### src/timer_cfg.svh
// Offsets, field positions, reset values and timing counts of the gated 16-bit timer.
`ifndef TIMER_CFG_SVH
`define TIMER_CFG_SVH

// Register offsets on the plain register port.
`define ADDR_W               3
`define OFS_TIMER_CONTROL    3'h0
`define OFS_COUNT_LOW_BYTE   3'h1
`define OFS_COUNT_HIGH_BYTE  3'h2
`define OFS_IRQ_STATUS       3'h3
`define OFS_IRQ_MASK         3'h4
`define OFS_IRQ_GLOBAL       3'h5
`define OFS_COMP_TWO_CONTROL 3'h6
`define OFS_LIVE_STATE       3'h7

// Field positions.
`define BIT_ROLLOVER         0
`define BIT_PERIPH_IRQ_EN    0
`define BIT_GLOBAL_IRQ_EN    1
`define BIT_GATE_SOURCE_SEL  1

// Reset values.
`define RST_TIMER_CONTROL    8'h00
`define RST_COUNT            16'h0000
`define RST_COMP_TWO_CONTROL 8'h00

// Count limits and instruction clock division (Fosc/4).
`define COUNT_ALL_ONES       16'hffff
`define INSTR_DIV            4
`define PRESCALE_W           3

`endif

### src/timer_pkg.sv
// Types shared by the gated 16-bit timer design.
package timer_pkg;

    // Control register layout, bit 7 down to bit 0.
    typedef struct packed {
        logic       gate_polarity;
        logic       gate_enable;
        logic [1:0] prescale_select;
        logic       lp_osc_enable;
        logic       sync_disable;
        logic       clock_source_select;
        logic       timer_on;
    } timer_control_s;

    // Whether a rising external edge may count yet.
    typedef enum logic {
        EDGE_DISARMED = 1'b0,
        EDGE_ARMED    = 1'b1
    } edge_arm_e;

endpackage : timer_pkg

### src/gated_sixteen_bit_timer.sv
// Gated 16-bit timer/counter with prescaler, gate control and rollover interrupt.
//
// Overview of operation
// Sixteen-bit count from two bytes; wrap from all ones sets rollover flag.
// Clock source select: 1 external rising edges, 0 instruction clock.
// Sync disable skips synchronised behaviour externally; ignored for internal clock. Here it only lets the external count run in sleep; pins stay synchronised.
// Prescale field divides input by one, two, four or eight.
// Prescale counter is hidden; any count byte write clears it.
// Timer on bit lets counting happen; cleared it stops the counter.
// With timer on, gate enable restricts counting to gate-true periods.
// Gate polarity picks high-true or low-true for either gate source.
// Gate source is gate pin or comparator two output, chosen by bit.
// Counter mode needs a falling edge before the first counted rising edge.
// Oscillator enable runs low-power clock only when system clock allows it.
// Unsynchronised counter mode keeps counting during sleep and can wake.
// Interrupt needs all three enables; flag stays until software clears.
// Software should clear count and flag before enabling interrupts.
// Software should stop the timer before writing the count bytes.
// Gate, count and oscillator inputs pass two flip-flops before use.
`include "timer_cfg.svh"

module gated_sixteen_bit_timer (
    input  wire logic                CLK,
    input  wire logic                ARST_N,
    input  wire logic [`ADDR_W-1:0]  ADDR,
    input  wire logic [7:0]          WDATA,
    input  wire logic                WR,
    input  wire logic                RD,
    output logic      [7:0]          RDATA,
    input  wire logic                EXT_COUNT_IN,
    input  wire logic                GATE_PIN,
    input  wire logic                COMP_TWO_OUT,
    input  wire logic                LP_OSC_IN,
    input  wire logic                LP_OSC_ALLOWED,
    input  wire logic                SLEEP,
    output logic                     LP_OSC_RUN,
    output logic                     IRQ,
    output logic                     WAKE
);

    // Reset release: asynchronous assert, two-stage synchronous release.
    logic rst_meta;
    logic rst_n;

    always_ff @(posedge CLK or negedge ARST_N) begin
        if (!ARST_N) begin
            rst_meta <= 1'b0;
            rst_n    <= 1'b0;
        end else begin
            rst_meta <= 1'b1;
            rst_n    <= rst_meta;
        end
    end

    // Pin synchronisers; the first stage feeds only the second.
    // All four pins are asynchronous to the system clock, whichever mode is chosen.
    logic [3:0] pin_meta;
    logic [3:0] pin_sync;
    logic [3:0] pin_raw;

    assign pin_raw = {LP_OSC_IN, COMP_TWO_OUT, GATE_PIN, EXT_COUNT_IN};

    // two-stage synchronisers
    genvar gi;
    generate
        for (gi = 0; gi < 4; gi++) begin : g_sync
            always_ff @(posedge CLK or negedge rst_n) begin
                if (!rst_n) begin
                    pin_meta[gi] <= 1'b0;
                    pin_sync[gi] <= 1'b0;
                end else begin
                    pin_meta[gi] <= pin_raw[gi];
                    pin_sync[gi] <= pin_meta[gi];
                end
            end
        end
    endgenerate

    // Software-visible state.
    timer_pkg::timer_control_s ctrl;
    logic [15:0]               count;
    logic                      rollover_flag;
    logic                      rollover_irq_enable;
    logic                      peripheral_irq_enable;
    logic                      global_irq_enable;
    logic [7:0]                comparator_two_control;

    // Address decode. Offset 0 holds the control byte, and 1 and 2 the count bytes.
    // Offset 3 is the sticky status, which a read clears, and offset 4 is its mask.
    // Offset 5 holds the peripheral enable in bit 0 and the global enable in bit 1.
    // Offset 6 holds the gate source select in bit 1, and offset 7 shows live state.
    // Writes to the status and live-state offsets are ignored on purpose.
    wire wr_ctrl   = WR && (ADDR == `OFS_TIMER_CONTROL);
    wire wr_low    = WR && (ADDR == `OFS_COUNT_LOW_BYTE);
    wire wr_high   = WR && (ADDR == `OFS_COUNT_HIGH_BYTE);
    wire wr_mask   = WR && (ADDR == `OFS_IRQ_MASK);
    wire wr_global = WR && (ADDR == `OFS_IRQ_GLOBAL);
    wire wr_comp   = WR && (ADDR == `OFS_COMP_TWO_CONTROL);
    wire rd_status = RD && (ADDR == `OFS_IRQ_STATUS);
    wire wr_count  = wr_low || wr_high;

    // low-power oscillator only where the system clock shares it
    wire lp_osc_eff = ctrl.lp_osc_enable && LP_OSC_ALLOWED;
    assign LP_OSC_RUN = lp_osc_eff;

    // The external path takes the oscillator when it runs, else the count pin.
    // Changing the oscillator enable while counting can show one false edge here,
    // so software should stop the timer before it switches the source.
    wire ext_level = lp_osc_eff ? pin_sync[3] : pin_sync[0];

    // gate source selection
    wire gate_raw  = comparator_two_control[`BIT_GATE_SOURCE_SEL] ? pin_sync[2] : pin_sync[1];
    // gate polarity
    wire gate_true = ctrl.gate_polarity ? gate_raw : ~gate_raw;

    // on bit and gate qualify counting
    wire run_enable = ctrl.timer_on && (!ctrl.gate_enable || gate_true);

    // only the unsynchronised counter keeps going in sleep
    wire async_mode = ctrl.clock_source_select && ctrl.sync_disable;
    wire awake_ok   = !SLEEP || async_mode;

    // Instruction clock phase: one tick in every four system clocks.
    // The phase runs free from reset and no write restarts it, so a fresh start
    // may wait up to four clocks for its first tick.
    logic [1:0] instr_phase;

    always_ff @(posedge CLK or negedge rst_n) begin
        if (!rst_n) begin
            instr_phase <= 2'h0;
        end else begin
            instr_phase <= instr_phase + 2'h1;
        end
    end

    wire instr_tick = (instr_phase == 2'(`INSTR_DIV - 1));

    // External edge detection on the synchronised level.
    // The previous level resets low like the idle pin, so reset brings no false rise.
    logic ext_prev;

    always_ff @(posedge CLK or negedge rst_n) begin
        if (!rst_n) begin
            ext_prev <= 1'b0;
        end else begin
            ext_prev <= ext_level;
        end
    end

    wire ext_rise = ext_level && !ext_prev;
    wire ext_fall = !ext_level && ext_prev;

    // Falling-edge arming: a fresh start must see a fall before counting a rise.
    // A write to either count byte always wins over a fall in the same cycle.
    timer_pkg::edge_arm_e arm;
    timer_pkg::edge_arm_e next_arm;

    // falling edge before first count
    always_comb begin
        next_arm = arm;
        case (arm)
            timer_pkg::EDGE_DISARMED: begin
                if (ext_fall && !wr_count) begin
                    next_arm = timer_pkg::EDGE_ARMED;
                end
            end
            timer_pkg::EDGE_ARMED: begin
                if (wr_count || (!ctrl.timer_on && ext_level)) begin
                    next_arm = timer_pkg::EDGE_DISARMED;
                end
            end
            default: next_arm = timer_pkg::EDGE_DISARMED;
        endcase
    end

    always_ff @(posedge CLK or negedge rst_n) begin
        if (!rst_n) begin
            arm <= timer_pkg::EDGE_DISARMED;
        end else begin
            arm <= next_arm;
        end
    end

    // clock source choice
    wire ext_tick = ext_rise && (arm == timer_pkg::EDGE_ARMED);
    wire src_tick = ctrl.clock_source_select ? ext_tick : instr_tick;
    wire pre_in   = src_tick && run_enable && awake_ok;

    // The prescaler sees only qualified ticks, so a stopped or gated timer holds its phase.
    // hidden prescaler cleared by count writes
    logic count_tick;

    tick_prescaler #(
        .WIDTH (`PRESCALE_W)
    ) u_prescaler (
        .clk      (CLK),
        .rst_n    (rst_n),
        .clear    (wr_count),
        .tick_in  (pre_in),
        .select   (ctrl.prescale_select),
        .tick_out (count_tick)
    );

    // The flag is raised by the tick that wraps the count, not by the zero value itself.
    // rollover detection
    wire rollover = count_tick && (count == `COUNT_ALL_ONES);

    // Count register: a byte write replaces that byte and cancels the tick,
    // so a write racing an increment leaves the written value, not a blend.
    always_ff @(posedge CLK or negedge rst_n) begin
        if (!rst_n) begin
            count <= `RST_COUNT;
        end else if (wr_low) begin
            count <= {count[15:8], WDATA};
        end else if (wr_high) begin
            count <= {WDATA, count[7:0]};
        end else if (count_tick) begin
            count <= count + 16'h0001;
        end
    end

    // A read that meets a rollover in the same cycle leaves the flag set, so no event is lost.
    // sticky flag, set wins over the clearing read
    always_ff @(posedge CLK or negedge rst_n) begin
        if (!rst_n) begin
            rollover_flag <= 1'b0;
        end else if (rollover) begin
            rollover_flag <= 1'b1;
        end else if (rd_status) begin
            rollover_flag <= 1'b0;
        end
    end

    // Configuration registers.
    // Each register changes only through its own decoded write strobe.
    always_ff @(posedge CLK or negedge rst_n) begin
        if (!rst_n) begin
            ctrl                   <= timer_pkg::timer_control_s'(`RST_TIMER_CONTROL);
            rollover_irq_enable    <= 1'b0;
            peripheral_irq_enable  <= 1'b0;
            global_irq_enable      <= 1'b0;
            comparator_two_control <= `RST_COMP_TWO_CONTROL;
        end else begin
            if (wr_ctrl) begin
                ctrl <= timer_pkg::timer_control_s'(WDATA);
            end
            if (wr_mask) begin
                rollover_irq_enable <= WDATA[`BIT_ROLLOVER];
            end
            if (wr_global) begin
                peripheral_irq_enable <= WDATA[`BIT_PERIPH_IRQ_EN];
                global_irq_enable     <= WDATA[`BIT_GLOBAL_IRQ_EN];
            end
            if (wr_comp) begin
                comparator_two_control <= WDATA;
            end
        end
    end

    // all three enables gate the interrupt
    assign IRQ  = rollover_flag && rollover_irq_enable && peripheral_irq_enable
                  && global_irq_enable;
    // Wake ignores the global enable, so a sleeping core resumes even with interrupts off.
    // wake needs no global enable
    assign WAKE = rollover_flag && rollover_irq_enable && peripheral_irq_enable;

    // Read mux; unmapped bits read zero.
    logic [7:0] read_mux;

    always_comb begin
        read_mux = 8'h00;
        if (ADDR == `OFS_TIMER_CONTROL) begin
            read_mux = ctrl;
        end else if (ADDR == `OFS_COUNT_LOW_BYTE) begin
            read_mux = count[7:0];
        end else if (ADDR == `OFS_COUNT_HIGH_BYTE) begin
            read_mux = count[15:8];
        end else if (ADDR == `OFS_IRQ_STATUS) begin
            read_mux[`BIT_ROLLOVER] = rollover_flag;
        end else if (ADDR == `OFS_IRQ_MASK) begin
            read_mux[`BIT_ROLLOVER] = rollover_irq_enable;
        end else if (ADDR == `OFS_IRQ_GLOBAL) begin
            read_mux[`BIT_PERIPH_IRQ_EN] = peripheral_irq_enable;
            read_mux[`BIT_GLOBAL_IRQ_EN] = global_irq_enable;
        end else if (ADDR == `OFS_COMP_TWO_CONTROL) begin
            read_mux = comparator_two_control;
        end else begin
            read_mux = {4'h0, arm == timer_pkg::EDGE_ARMED, gate_true, run_enable,
                        lp_osc_eff};
        end
    end

    // Read data stand one cycle after the strobe, and only then.
    // Returning zero outside that slot keeps stale values off the read bus.
    always_ff @(posedge CLK or negedge rst_n) begin
        if (!rst_n) begin
            RDATA <= 8'h00;
        end else begin
            RDATA <= RD ? read_mux : 8'h00;
        end
    end

endmodule : gated_sixteen_bit_timer

### src/tick_prescaler.sv
// Divides a stream of count ticks by 1, 2, 4 or 8 with a clearable hidden counter.
`include "timer_cfg.svh"

module tick_prescaler #(
    parameter int WIDTH = `PRESCALE_W
) (
    input  wire logic       clk,
    input  wire logic       rst_n,
    input  wire logic       clear,
    input  wire logic       tick_in,
    input  wire logic [1:0] select,
    output logic            tick_out
);

    // Dividing by eight needs three bits of hidden count, so narrower values are refused.
    if (WIDTH < 3) begin : g_width_check
        $error("tick_prescaler needs at least three bits to divide by eight");
    end

    logic [WIDTH-1:0] count;
    logic [WIDTH-1:0] limit;

    // The last count value of each ratio; 00 passes every tick.
    assign limit    = WIDTH'((1 << select) - 1);
    assign tick_out = tick_in && (count == limit);

    // Clear wins over a tick so a count write always restarts the division.
    always_ff @(posedge clk or negedge rst_n) begin
        if (!rst_n) begin
            count <= '0;
        end else if (clear) begin
            count <= '0;
        end else if (tick_in) begin
            count <= tick_out ? '0 : count + 1'b1;
        end
    end

endmodule : tick_prescaler

### config.mk
export PLATFORM = sky130hd
export DESIGN_NAME = gated_sixteen_bit_timer
export DESIGN_NICKNAME = d
export VERILOG_FILES = /design/src/timer_pkg.sv /design/src/gated_sixteen_bit_timer.sv /design/src/tick_prescaler.sv
export VERILOG_INCLUDE_DIRS = /design/src /design/src/src
export SDC_FILE = /design/constraint.sdc
export NUM_CORES = 1
export LEC_CHECK = 0
export BUFFER_PORTS_ARGS = -buffer_cell sky130_fd_sc_hd__buf_2
export CORE_ASPECT_RATIO = 0.6
export CORE_MARGIN = 3
export CORE_UTILIZATION = 63
export DETAILED_ROUTE_END_ITERATION = 16
export PLACE_DENSITY = 0.88
export REMOVE_ABC_BUFFERS = 1
export SKIP_CTS_REPAIR_TIMING = 1
export SLEW_MARGIN = 25
export SYNTH_ARGS = -nofsm -noshare
export SYNTH_HDL_FRONTEND = slang
export SYNTH_HIERARCHICAL = 1
export SYNTH_SLANG_ARGS = --single-unit
### constraint.sdc
create_clock -name CLK -period 4.1 [get_ports CLK]
set_input_delay 1.23 -clock CLK [delete_from_list [all_inputs] [get_ports CLK]]
set_output_delay 1.23 -clock CLK [all_outputs]
set_load 0.05 [all_outputs]
After elaboration in Yosys (flattened, before gate mapping)
Cells that the tools add are included.
- add/sub/neg operators: 4
- equal/unequal tests: 10
- shift operators: 1
- muxes and demuxes: 26
- bitwise logic cells: 3
- reduce and logical (&&, ||, !) cells: 39
- operators by type and width (cell ; number):
    8-bit two-way mux ; 6
    16-bit two-way mux ; 2
    1-bit logical AND ; 22
    16-bit by 1-bit adder with 16-bit output (second input constant) ; 1
    16-bit equality test (second input constant) ; 1
    7-bit two-way mux ; 2
    1-bit two-way mux ; 10
    3-bit equality test (second input constant) ; 3
    3-bit two-way mux ; 3
    2-bit nonzero test ; 4
    3-bit by 2-bit equality test with 1-bit output (second input constant) ; 2
    1-bit logical NOT ; 6
    6-bit two-way mux ; 1
    1-bit logical OR ; 4
    2-bit AND reduction ; 2
    3-bit by 1-bit adder with 3-bit output (second input constant) ; 1
    3-bit by 1-bit equality test with 1-bit output (second input constant) ; 1
    3-bit equality test ; 1
    3-bit logical NOT ; 1
    1-bit NOT ; 3
    1-bit by 2-bit left shift with 3-bit output (first input constant) ; 1
    3-bit by 2-bit subtractor with 3-bit output (second input constant) ; 1
    2-bit by 1-bit adder with 2-bit output (second input constant) ; 1
    2-bit equality test (second input constant) ; 1
    3 further kinds ; 3
- flip-flop bits (word level): 61
- input port bits: 21
- output and inout bits: 11
- word-level logic and storage cells: 112

Depth between registers and ports, before layout
Gate-level depths: netlist of the first run.
- depth in word-level cells: 13
- mapped depth: 10
- mapped depth without buffers: 9

Modules after synthesis
Netlist of the first run, hierarchy kept.
- by module, submodules not included (module ; times used ; cells each ; area an instance (um^2) ; seq. area each (um^2)):
    gated_sixteen_bit_timer ; 1 ; 291 ; 3004.1 ; 1451.4
    tick_prescaler ; 1 ; 23 ; 222.7 ; 75.1

Least setup slack after synthesis of the first run
Ideal clock, no wire load.
- path type: input port to flip-flop
- start point: input port LP_OSC_ALLOWED
- end point: register, netlist name count[10]
- library setup time: 0.069 ns
- arrival: 3.918 ns
- data required time: 4.031 ns
- path slack: 0.113 ns
- stages: 9
- buffers on the path: 1
- path through: and2_1 > mux2i_1 > or3_1 > a221oi_1 > o21a_1 > clkbuf_1 > nand2_1 > or4_1 > nand3_1
- RTL lines (item ; RTL line ; text):
    start: declaration ; gated_sixteen_bit_timer.sv:34 ; input wire logic LP_OSC_ALLOWED,

==> results of run 1 <==
## synth_stat cells (all sizes together), types with 2 or more instances
library cell | instances | share of area (%)
mux2 | 18 | 6.3
mux4 | 2 | 1.4
nand4 | 6 | 1.2
or3 | 3 | 0.58
a21oi | 23 | 3.6
o31ai | 3 | 0.70
o211ai | 3 | 0.70
nand3 | 22 | 3.6
o21ai | 14 | 2.2
clkbuf | 9 | 1.0
a31oi | 4 | 0.78
nor2 | 9 | 1.0
inv | 9 | 1.0
nand3b | 3 | 0.70
and2 | 8 | 1.6
o22ai | 10 | 2.1
nand2 | 17 | 2.0
a21o | 2 | 0.47
and3 | 2 | 0.39
a211o | 2 | 0.54
and4 | 3 | 0.81
o21a | 2 | 0.47
o32ai | 3 | 0.81
buf | 11 | 1.9
dfrtp | 61 | 47
or4 | 2 | 0.47
nor3 | 5 | 0.93
nor2b | 5 | 0.97
mux2i | 8 | 2.5
nand2b | 9 | 1.7
a2bb2oi | 8 | 2.2
nand4bb | 2 | 0.70
ha | 3 | 1.2
or3b | 2 | 0.54
## per-layer routing
metal	global-route usage, %	vias up	share of wire (%)
li1	-	1230	-
met1	39.96	1357	41
met2	43.61	210	42
met3	13.69	39	14
met4	10.70	0	3.1
met5	0	-	0
## worst max path at each step
stage	end	slack, ps
6_report	count[10]$_DFFE_PN0P_	750
4_1_cts	count[10]$_DFFE_PN0P_	800
5_1_grt	count[12]$_DFFE_PN0P_	610
2_1_floorplan	count[15]$_DFFE_PN0P_	20
3_3_place_gp	count[5]$_DFFE_PN0P_	680
3_5_place_dp	count[10]$_DFFE_PN0P_	500
## flip-flops by register name (all words and copies together) (netlist names)
signal	count
RDATA	8
arm	1
comparator_two_control	8
count	16
ctrl	8
ext_prev	1
global_irq_enable	1
instr_phase	2
peripheral_irq_enable	1
pin_meta	4
pin_sync	4
rollover_flag	1
rollover_irq_enable	1
rst_meta	1
rst_n	1
u_prescaler/count	3
## cell families (layout without fill, tap and decap cells)
logic type	Yosys count	count (layout)
other cells	1	1
simple gates	107	107
flops	61	61
xor+xnor	1	1
fa+ha+maj	3	3
compound gates	84	84
buf+inv	29	61
mux	28	28
## layout make-up
| type | instances | area share (%) |
|---|---|---|
| sequential | 61 | 41.90 |
| multi-input combinational | 224 | 43.14 |
| timing repair buffer | 36 | 5.285 |
| inverter | 9 | 0.9266 |
| tap | 63 | 2.162 |
| clock buffer | 12 | 3.981 |
| clock inverter | 4 | 2.608 |
## power by group through the flow
| stage | Sequential (mW) | Combinational (mW) | Clock [mW] |
|---|---|---|---|
| 2_1_floorplan | 0.801 | 0.187 | 0 |
| 3_3_place_gp | 0.802 | 0.292 | 0 |
| 3_5_place_dp | 0.809 | 0.300 | 0 |
| 4_1_cts | 0.800 | 0.301 | 0.660 |
| 5_1_grt | 0.816 | 0.334 | 0.688 |
| 6_report | 0.807 | 0.304 | 0.656 |
## stage by stage
step                      power [mW]  hold WS (ps)  cells  worst slack (ps)  util, %
after floorplan               0.9875         331.2    294             22.04        -
after global placement         1.093         331.8    393             683.6    71.63
after detailed placement       1.109         336.4    393             496.4    71.63
after CTS                      1.761         351.0    409             795.3    76.68
after global routing           1.838         359.1    409             609.1    76.68
final                          1.768         349.1    409             751.9    76.68
==> load_flow_metrics.sql, run 1 <==
INSERT INTO impl_metrics (metric_group, metric, value, unit) VALUES
('routing', 'routed_wirelength', '8413', 'um'),
('place', 'dpl_cell_area', '3406', 'um^2'),
('clocking', 'ctsLongestPathBuffers', '2', ''),
('place', 'port_buffers', '31', ''),
('synthesis', 'asr_flop_ratio_synth', '100.0', '%'),
('floorplanning', 'floorplan.die_area', '6045', 'um^2'),
('sta', 'tightest_slew', '931.4', 'ps'),
('clocking', 'cts_made_buffers', '9', ''),
('routing', 'route.detailed.vias_per_inst', '6.934', ''),
('setup_path', 'timing.critical_path.buf_inv', '2', ''),
('sta', 'max-slew-margin-rel', '37.06', '%'),
('routing', 'drt_iter0_markers', '386', ''),
('floorplanning', 'row_count', '19', ''),
('synthesis', 'synth-adder-area-share', '1.163', '%'),
('routing', 'drt_drc_violations_left', '0', ''),
('synthesis', 'syn_area', '3227', 'um^2'),
('setup_path', 'wp_data_required', '4390', 'ps'),
('synthesis', 'postSynthCellCount', '314', ''),
('cells_and_area', 'seq_area', '1528', 'um^2'),
('setup_path', 'critical_path.max_stage_delay', '510', 'ps'),
('synthesis', 'largest_family_of_logic_cells_by_synthesized_area', 'simple AND/OR/NAND/NOR gates', ''),
('sta', 'final-setup-viol-count', '0', ''),
('power', 'combinational_cell_fraction_of_total_power', '17.2', '%'),
('clocking', 'clock_sink_count', '61', ''),
('cells_and_area', 'multi_input_comb_area', '1573', 'um^2'),
('synthesis', 'synthFlopType', 'sky130_fd_sc_hd__dfrtp_1', ''),
('synthesis', 'synth_seq_cells', '61', ''),
('cells_and_area', 'num-fill-cells', '310', ''),
('cells_and_area', 'layout_commonest_cell', 'sky130_fd_sc_hd__dfrtp_1', ''),
('setup_path', 'timing.critical_path.to_type', 'register', ''),
('sta', 'final.setup_skew', '7.096', 'ps'),
('setup_path', 'timing.reg2reg.worst_path_depth', '9', ''),
('power', 'switching_power', '523.2', 'uW'),
('synthesis', 'synth_sequential_area_ratio', '47.31', '%'),
('power', 'power_per_cell_area', '484.9', 'nW/um^2'),
('min_path', 'whs_path_depth', '0', ''),
('synthesis', 'post_synth_mux_area_share', '10.16', '%'),
('routing', 'routedWlPerCell', '20.57', 'um'),
('routing', 'antenna_violating_nets_post_route', '0', ''),
('global_routing', 'grt_pass1_vias', '2612', ''),
('power', 'seq_power_share', '45.7', '%'),
('setup_path', 'cp_top_family', 'simple AND/OR/NAND/NOR gates', ''),
('sta', 'tns', '0', 'ps'),
('synthesis', 'synth_compound_gate_area_share', '17.33', '%'),
('clocking', 'htreeDepth', '3', ''),
('clocking', 'clkLatencyLatePin', '350', 'ps'),
('power', 'power_leakage', '1.595', 'nW'),
('min_path', 'hold_end', 'pin_sync[3]$_DFF_PN0_', ''),
('synthesis', 'synth_warnings', '6', ''),
('synthesis', 'post_synth.cell_area_avg', '10.28', 'um^2'),
('setup_path', 'critical_path_cell_count', '10', ''),
('cells_and_area', 'final_cell_area', '3646', 'um^2'),
('sta', 'unrepaired_setup_endpoints_after_global_routing', 'no', ''),
('sta', 'timing.final.crit_share', '81.66', '%'),
('setup_path', 'worst_r2r_endpoint', 'count[10]$_DFFE_PN0P_', ''),
('synthesis', 'synth_enable_flop_cells', '0', ''),
('power', 'switching_share', '29.59', '%'),
('routing', 'drt_first_pass_iters', '5', ''),
('min_path', 'min-delay-start', 'pin_meta[3]$_DFF_PN0_', ''),
('global_routing', 'grt_max_degree', '60', ''),
('cells_and_area', 'share_of_layout_cells_above_drive_strength_1', '22.83', '%'),
('power', 'clock_power_share', '37.1', '%'),
('floorplanning', 'chipWidth', '98.40', 'um'),
('clocking', 'clock_tree_from_tritoncts', 'yes', ''),
('setup_path', 'reg2reg_from', 'ctrl[3]$_DFFE_PN0P_', ''),
('synthesis', 'post_synth_xor_area_fraction', '0.2714', '%'),
('status', 'run_status', 'finished clean', ''),
('cells_and_area', 'area_growth_from_synthesis_to_layout', '12.99', '%'),
('setup_path', 'worst-path-max-fanout', '12', ''),
('floorplanning', 'fp.dieH', '61.44', 'um'),
('place', 'dp_hpwl', '5952', 'um');
No activity file was read; power rests on OpenSTA's default activity.
==> run 2, diff against run 1 <==
--- a/config.mk
+++ b/config.mk
@@ -9,9 +9,9 @@
 export BUFFER_PORTS_ARGS = -buffer_cell sky130_fd_sc_hd__buf_2
 export CORE_ASPECT_RATIO = 0.6
 export CORE_MARGIN = 3
-export CORE_UTILIZATION = 63
+export CORE_UTILIZATION = 59
 export DETAILED_ROUTE_END_ITERATION = 16
-export PLACE_DENSITY = 0.88
+export PLACE_DENSITY = 0.84
 export REMOVE_ABC_BUFFERS = 1
 export SKIP_CTS_REPAIR_TIMING = 1
 export SLEW_MARGIN = 25
==> constraint.sdc (replaced) <==
create_clock -name CLK -period 3.1 [get_ports CLK]
set_input_delay 0.93 -clock CLK [delete_from_list [all_inputs] [get_ports CLK]]
set_output_delay 0.93 -clock CLK [all_outputs]
set_load 0.05 [all_outputs]
==> run 2 against run 1 <==
  * Global-route usage shrank 1.3 points
  * Design area grew 2.3%
  * Clock power up 23%
  * Core utilization shrank 4.7 points
  * Non-clock buffer count is 12 higher
  * Largest cell class unchanged
==> load_flow_metrics.sql, run 2 (synthesis gave the netlist of run 1 again) <==
INSERT INTO impl_metrics (metric_group, metric, value, unit) VALUES
('routing', 'antenna_violating_nets_post_route', '0', ''),
('setup_path', 'worst_r2r_endpoint', 'count[15]$_DFFE_PN0P_', ''),
('sta', 'timing.final.crit_period', '2964', 'ps'),
('routing', 'drt_drc_violations_left', '0', ''),
('sta', 'setup_slack', '135.6', 'ps'),
('routing', 'routed_wirelength', '8819', 'um'),
('clocking', 'clock_sink_count', '61', ''),
('setup_path', 'critPathArrivalTime', '3230', 'ps'),
('cells_and_area', 'most_frequent_cells_in_the_layout', '60 x sky130_fd_sc_hd__dfrtp_1, 31 x sky130_fd_sc_hd__buf_2, 23 x sky130_fd_sc_hd__a21oi_1', ''),
('clocking', 'cts.clk_slew.worst_paths', '70', 'ps'),
('cells_and_area', 'num-fill-cells', '374', ''),
('routing', 'routedWlPerCell', '20.80', 'um'),
('cells_and_area', 'final_cell_count_no_fill', '424', ''),
('min_path', 'hold_path_class', 'reg2async', ''),
('setup_path', 'worst-r2r-setup-slack', '400', 'ps'),
('floorplanning', 'fp.dieH', '63.29', 'um'),
('setup_path', 'timing.reg2reg.worst_path_depth', '9', ''),
('cells_and_area', 'seq_area', '1530', 'um^2'),
('floorplanning', 'design.core.area', '5180', 'um^2'),
('floorplanning', 'floorplan.die_area', '6422', 'um^2'),
('routing', 'route.detailed.vias_per_inst', '6.705', ''),
('clocking', 'clkLatencyLatePin', '340', 'ps'),
('cells_and_area', 'share_of_layout_cells_above_drive_strength_1', '25.42', '%'),
('sta', 'fmax', '0.3373', 'GHz'),
('global_routing', 'overall_global_routing_usage', '28.58', '%'),
('global_routing', 'busiest_layer', 'met1', ''),
('floorplanning', 'floorplan.io_pins', '32', ''),
('global_routing', 'global_route_wire_length_before_repair', '13860', 'um'),
('clocking', 'clock_tree_from_tritoncts', 'yes', ''),
('global_routing', 'grt_overflow', '0', ''),
('setup_path', 'worst-path-max-fanout', '4', ''),
('power', 'power_leakage', '1.642', 'nW'),
('place', 'dpl_worst_slack', '-153.2', 'ps'),
('cells_and_area', 'max_flop_register', 'count', ''),
('cells_and_area', 'antenna_diodes', '0', ''),
('routing', 'drt_first_pass_iters', '6', ''),
('setup_path', 'critical-path-slowest-cell', 'sky130_fd_sc_hd__or4b_1', ''),
('sta', 'tightest_slew', '759.2', 'ps'),
('routing', 'drt_iter0_markers', '406', ''),
('setup_path', 'setup.worst_path.class', 'in2reg', ''),
('global_routing', 'met1_usage', '42.05', '%'),
('place', 'finalWeightedCongestion', '1.031', ''),
('global_routing', 'grt_util_met2', '38.27', '%'),
('power', 'power_per_cell_area', '616.9', 'nW/um^2'),
('setup_path', 'timing.critical_path.to_type', 'register', ''),
('setup_path', 'critical_path.startpoint_type', 'primary input', ''),
('flow_run', 'max_cap_viol_count', '0', ''),
('sta', 'timing.final.crit_share', '95.63', '%'),
('cells_and_area', 'area_growth_from_synthesis_to_layout', '15.55', '%'),
('floorplanning', 'row_count', '20', ''),
('floorplanning', 'chipWidth', '101.5', 'um'),
('place', 'dp_hpwl', '6228', 'um'),
('clocking', 'ctsRootBufferMaster', 'sky130_fd_sc_hd__clkbuf_8', ''),
('place', 'port_buffers', '31', ''),
('cells_and_area', 'final_core_util', '71.98', '%'),
('setup_path', 'cp_cell_sequence', 'buf_2 > and2_1 > mux2i_1 > or3_1 > a221oi_1 > o21a_1 > inv_1 > nor3_1 > or4b_1 > a31oi_1', ''),
('cells_and_area', 'nets', '377', ''),
('cells_and_area', 'largest_register_ffs', '16', ''),
('cells_and_area', 'multi_input_comb_area', '1573', 'um^2'),
('setup_path', 'critical_path.max_stage_delay', '460', 'ps'),
('clocking', 'ctsLongestPathBuffers', '2', ''),
('sta', 'timing.final.max_slew_violations', '0', ''),
('global_routing', 'grt_max_degree', '48', ''),
('floorplanning', 'floorplan.initialDensity', '62.29', '%'),
('clocking', 'htreeDepth', '3', ''),
('routing', 'vias', '2843', ''),
('status', 'run_status', 'finished clean', ''),
('place', 'numPlacedInstances', '408', ''),
('power', 'irDropWorstVdd', '0.0003398', 'V'),
('global_routing', 'antenna_found_initial', '0', ''),
('sta', 'final-setup-viol-count', '0', ''),
('cells_and_area', 'layout_commonest_cell', 'sky130_fd_sc_hd__dfrtp_1', ''),
('setup_path', 'wp_data_required', '3360', 'ps'),
('sta', 'max-slew-margin-rel', '48.70', '%'),
('sta', 'unrepaired_setup_endpoints_after_global_routing', 'no', ''),
('global_routing', 'grt.met3_usage', '11.50', '%'),
('global_routing', 'grt_pass1_vias', '2700', ''),
('sta', 'final.setup_skew', '6.183', 'ps'),
('setup_path', 'reg2reg_from', 'ctrl[3]$_DFFE_PN0P_', ''),
('sta', 'timing_hold_violations_final', '0', ''),
('sta', 'fin_hold_ws', '344.3', 'ps'),
('clocking', 'cts_made_buffers', '9', '');
[run 2: cell count changes in the layout (fill, tap and decap cells not counted)]
cell                         delta
sky130_fd_sc_hd__buf_4         +12
sky130_fd_sc_hd__bufinv_16      -1
sky130_fd_sc_hd__clkbuf_8       +1
sky130_fd_sc_hd__clkinv_2       -1
sky130_fd_sc_hd__clkinvlp_4     +1
sky130_fd_sc_hd__dfrtp_2        -1
sky130_fd_sc_hd__dfrtp_4        +1
[run 2: metal layers]
| metal | vias up | share of wire [%] |
|---|---|---|
| met5 | - | 0 |
| met4 | 0 | 2.0 |
| met3 | 25 | 14 |
| met2 | 206 | 41 |
| met1 | 1358 | 43 |
| li1 | 1254 | - |
[run 2: layout make-up]
cell class                 count  share of cell area [%]
multi-input combinational    224                   42.18
timing repair buffer          48                   7.584
sequential                    61                   41.04
tap                           66                   2.215
clock inverter                 3                   1.812
inverter                       9                  0.9060
clock buffer                  13                   4.262
[run 2: where the power goes]
group	internal [mW]	leakage [nW]	switching, mW
Combinational	0.180	0.791	0.225
Clock	0.497	0.110	0.312
Sequential	0.917	0.741	0.168
Total	1.60	1.64	0.705
[run 2: critical path: cells and delay by family]
family / cells / cell delay [ps]
AND/OR/NAND/NOR: 4 / 1200
AO/OA/AOI/OAI: 3 / 760
multiplexers: 1 / 170
buffers and inverters: 2 / 170
[run 2: how the worst max path moves through the flow]
stage	start	to	slack [ps]	depth (start not counted)
2_1_floorplan	LP_OSC_ALLOWED	count[15]$_DFFE_PN0P_	-680	9
3_3_place_gp	LP_OSC_ALLOWED	count[15]$_DFFE_PN0P_	-30	10
3_5_place_dp	LP_OSC_ALLOWED	count[12]$_DFFE_PN0P_	-150	11
4_1_cts	LP_OSC_ALLOWED	count[15]$_DFFE_PN0P_	170	10
5_1_grt	LP_OSC_ALLOWED	count[12]$_DFFE_PN0P_	30	11
6_report	LP_OSC_ALLOWED	count[15]$_DFFE_PN0P_	140	10
[run 2: stage by stage]
step	cell area, um^2	power, mW	setup TNS [ps]
3_3_place_gp	3500	1.456	-105.2
6_report	3729	2.300	0
3_5_place_dp	3500	1.480	-1249
5_1_grt	3729	2.385	0
2_1_floorplan	3133	1.306	-6717
4_1_cts	3726	2.286	0
==> run 3, diff against run 2 <==
--- a/config.mk
+++ b/config.mk
@@ -11,7 +11,7 @@
 export CORE_MARGIN = 3
 export CORE_UTILIZATION = 59
 export DETAILED_ROUTE_END_ITERATION = 16
-export PLACE_DENSITY = 0.84
+export PLACE_DENSITY = 0.82
 export REMOVE_ABC_BUFFERS = 1
 export SKIP_CTS_REPAIR_TIMING = 1
 export SLEW_MARGIN = 25
==> run 3 against run 2 <==
  * Non-clock buffer count grew 1
  * Combinational power grew 2%
  * Core utilization grew 0.27 points
  * Sequential power is essentially flat
  * Clock power shrank 2.5%
  * Total power shrank 1.1%
  * Highest routed layer unchanged
  * Sequential share of layout area shrank 0.22 points
  * Largest cell class unchanged
  * Register-to-register slack gained 40 ps
  * Critical path depth grew 1
  * Count of clock-buffer cells in the layout shrank 4
  * Setup slack gained 80 ps
  * Cell count grew 0.24%
==> load_flow_metrics.sql, run 3 (synthesis gave the netlist of run 1 again) <==
INSERT INTO impl_metrics (metric_group, metric, value, unit) VALUES
('setup_path', 'worst-r2r-setup-slack', '440', 'ps'),
('sta', 'timing_hold_violations_final', '0', ''),
('sta', 'unrepaired_setup_endpoints_after_global_routing', 'no', ''),
('cells_and_area', 'layout_commonest_cell', 'sky130_fd_sc_hd__dfrtp_1', ''),
('floorplanning', 'chipWidth', '101.5', 'um'),
('sta', 'final.setup_skew', '8.864', 'ps'),
('clocking', 'clkLatencyLatePin', '350', 'ps'),
('floorplanning', 'floorplan.die_area', '6422', 'um^2'),
('sta', 'tns', '0', 'ps'),
('cells_and_area', 'area_growth_from_synthesis_to_layout', '15.98', '%'),
('sta', 'fmax', '0.3467', 'GHz'),
('status', 'run_status', 'finished clean', ''),
('cells_and_area', 'max_flop_register', 'count', ''),
('clocking', 'ctsLongestPathBuffers', '2', ''),
('clocking', 'cts_made_buffers', '9', ''),
('clocking', 'cts.clk_slew.worst_paths', '80', 'ps'),
('routing', 'drt_iter0_markers', '413', ''),
('floorplanning', 'floorplan.io_pins', '32', ''),
('global_routing', 'grt_max_degree', '39', ''),
('flow_run', 'max_cap_viol_count', '0', ''),
('global_routing', 'antenna_found_initial', '0', ''),
('sta', 'tightest_slew', '807.8', 'ps'),
('routing', 'routedWlPerCell', '20.66', 'um'),
('global_routing', 'grt_pass1_vias', '2669', ''),
('cells_and_area', 'nets', '378', ''),
('power', 'power_leakage', '1.649', 'nW'),
('setup_path', 'setup.worst_path.class', 'in2reg', ''),
('floorplanning', 'floorplan.initialDensity', '62.29', '%'),
('setup_path', 'reg2reg_from', 'ctrl[3]$_DFFE_PN0P_', ''),
('sta', 'final-setup-viol-count', '0', ''),
('sta', 'timing.final.crit_share', '93.04', '%'),
('sta', 'fin_hold_ws', '213.5', 'ps'),
('routing', 'routed_wirelength', '8780', 'um'),
('clocking', 'clock_tree_from_tritoncts', 'yes', ''),
('power', 'irDropWorstVdd', '0.0003178', 'V'),
('place', 'finalWeightedCongestion', '0.9878', ''),
('routing', 'route.detailed.vias_per_inst', '6.652', ''),
('setup_path', 'worst-path-max-fanout', '10', ''),
('place', 'port_buffers', '31', ''),
('cells_and_area', 'largest_register_ffs', '16', ''),
('min_path', 'hold_path_class', 'reg2async', ''),
('global_routing', 'grt_overflow', '0', ''),
('clocking', 'clock_sink_count', '61', ''),
('cells_and_area', 'share_of_layout_cells_above_drive_strength_1', '26.18', '%'),
('clocking', 'ctsRootBufferMaster', 'sky130_fd_sc_hd__clkbuf_8', ''),
('floorplanning', 'row_count', '20', ''),
('routing', 'drt_first_pass_iters', '6', ''),
('floorplanning', 'design.core.area', '5180', 'um^2'),
('cells_and_area', 'final_cell_count_no_fill', '425', ''),
('power', 'fin_total_pwr', '2.276', 'mW'),
('setup_path', 'timing.reg2reg.worst_path_depth', '10', ''),
('power', 'power_per_cell_area', '608.0', 'nW/um^2'),
('cells_and_area', 'antenna_diodes', '0', ''),
('routing', 'antenna_violating_nets_post_route', '0', ''),
('setup_path', 'worst_r2r_endpoint', 'count[5]$_DFFE_PN0P_', ''),
('clocking', 'htreeDepth', '3', ''),
('place', 'dp_hpwl', '6204', 'um'),
('sta', 'timing.final.max_slew_violations', '0', ''),
('setup_path', 'wp_data_required', '3370', 'ps'),
('sta', 'max-slew-margin-rel', '45.41', '%'),
('global_routing', 'global_route_wire_length_before_repair', '14110', 'um'),
('cells_and_area', 'final_core_util', '72.25', '%'),
('global_routing', 'overall_global_routing_usage', '29.17', '%'),
('sta', 'timing.final.crit_period', '2884', 'ps'),
('place', 'numPlacedInstances', '409', ''),
('cells_and_area', 'num-fill-cells', '397', ''),
('setup_path', 'critical_path.startpoint_type', 'primary input', ''),
('cells_and_area', 'most_frequent_cells_in_the_layout', '60 x sky130_fd_sc_hd__dfrtp_1, 31 x sky130_fd_sc_hd__buf_2, 23 x sky130_fd_sc_hd__a21oi_1', ''),
('routing', 'drt_drc_violations_left', '0', ''),
('setup_path', 'timing.critical_path.to_type', 'register', ''),
('floorplanning', 'fp.dieH', '63.29', 'um'),
('setup_path', 'critPathArrivalTime', '3150', 'ps'),
('routing', 'vias', '2827', '');
[run 3: cell types whose count changed in the layout (fill, tap and decap cells not counted)]
cell                       delta
sky130_fd_sc_hd__buf_12       +1
sky130_fd_sc_hd__clkbuf_1     -2
sky130_fd_sc_hd__clkbuf_8     -2
sky130_fd_sc_hd__clkinv_2     +1
sky130_fd_sc_hd__clkinv_4     +2
sky130_fd_sc_hd__dfrtp_2      +1
sky130_fd_sc_hd__dfrtp_4      -1
sky130_fd_sc_hd__inv_6        +1
[run 3: metrics by stage]
stage | setup WS [ps] | area, um^2
6_report | 215.7 | 3742
5_1_grt | 11.07 | 3742
4_1_cts | 247.3 | 3742
3_5_place_dp | -106.9 | 3520
3_3_place_gp | -64.64 | 3520
2_1_floorplan | -678.0 | 3133
[run 3: worst max-delay path, stage by stage]
cell and delay [ps]:
sky130_fd_sc_hd__buf_2 90, sky130_fd_sc_hd__and2_1 160, sky130_fd_sc_hd__mux2i_1 130, sky130_fd_sc_hd__or3_1 350, sky130_fd_sc_hd__a221oi_1 360, sky130_fd_sc_hd__o21a_1 280, sky130_fd_sc_hd__buf_12 150, sky130_fd_sc_hd__and4_1 250
sky130_fd_sc_hd__nand3_1 110, sky130_fd_sc_hd__a21oi_1 170, sky130_fd_sc_hd__a2bb2oi_1 180
[run 3: worst max-delay path by stage]
stage	start	depth (start not counted)	slack [ps]	end
4_1_cts	LP_OSC_ALLOWED	11	250	count[5]$_DFFE_PN0P_
3_5_place_dp	LP_OSC_ALLOWED	11	-110	count[5]$_DFFE_PN0P_
6_report	LP_OSC_ALLOWED	11	220	count[5]$_DFFE_PN0P_
2_1_floorplan	LP_OSC_ALLOWED	9	-680	count[15]$_DFFE_PN0P_
3_3_place_gp	LP_OSC_ALLOWED	10	-60	count[15]$_DFFE_PN0P_
5_1_grt	LP_OSC_ALLOWED	11	10	count[14]$_DFFE_PN0P_
[run 3: final cells by class]
type	count	area, um^2	share of cell area (%)
Multi-Input combinational cell	224	1573	42.03
Sequential cell	61	1528	40.82
Timing Repair Buffer	49	302.8	8.091
Clock buffer	9	123.9	3.310
Clock inverter	7	98.84	2.641
Tap cell	66	82.58	2.207
Inverter	9	33.78	0.9027
[run 3: metal layers]
metal  up-vias  wire (um)  global-route usage (%)  part of all wire (%)
li1       1252          -                       -                     -
met1      1332       3869                   43.96                    44
met2       200       3444                   36.89                    39
met3        43       1217                   13.38                    14
met4         0        249                   8.458                   2.8
met5         -          0                       0                     0
[run 3: power by group]
group / switching (mW) / internal (mW) / total (mW)
Clock: 0.334 / 0.456 / 0.789
Combinational: 0.231 / 0.181 / 0.412
Sequential: 0.157 / 0.917 / 1.07
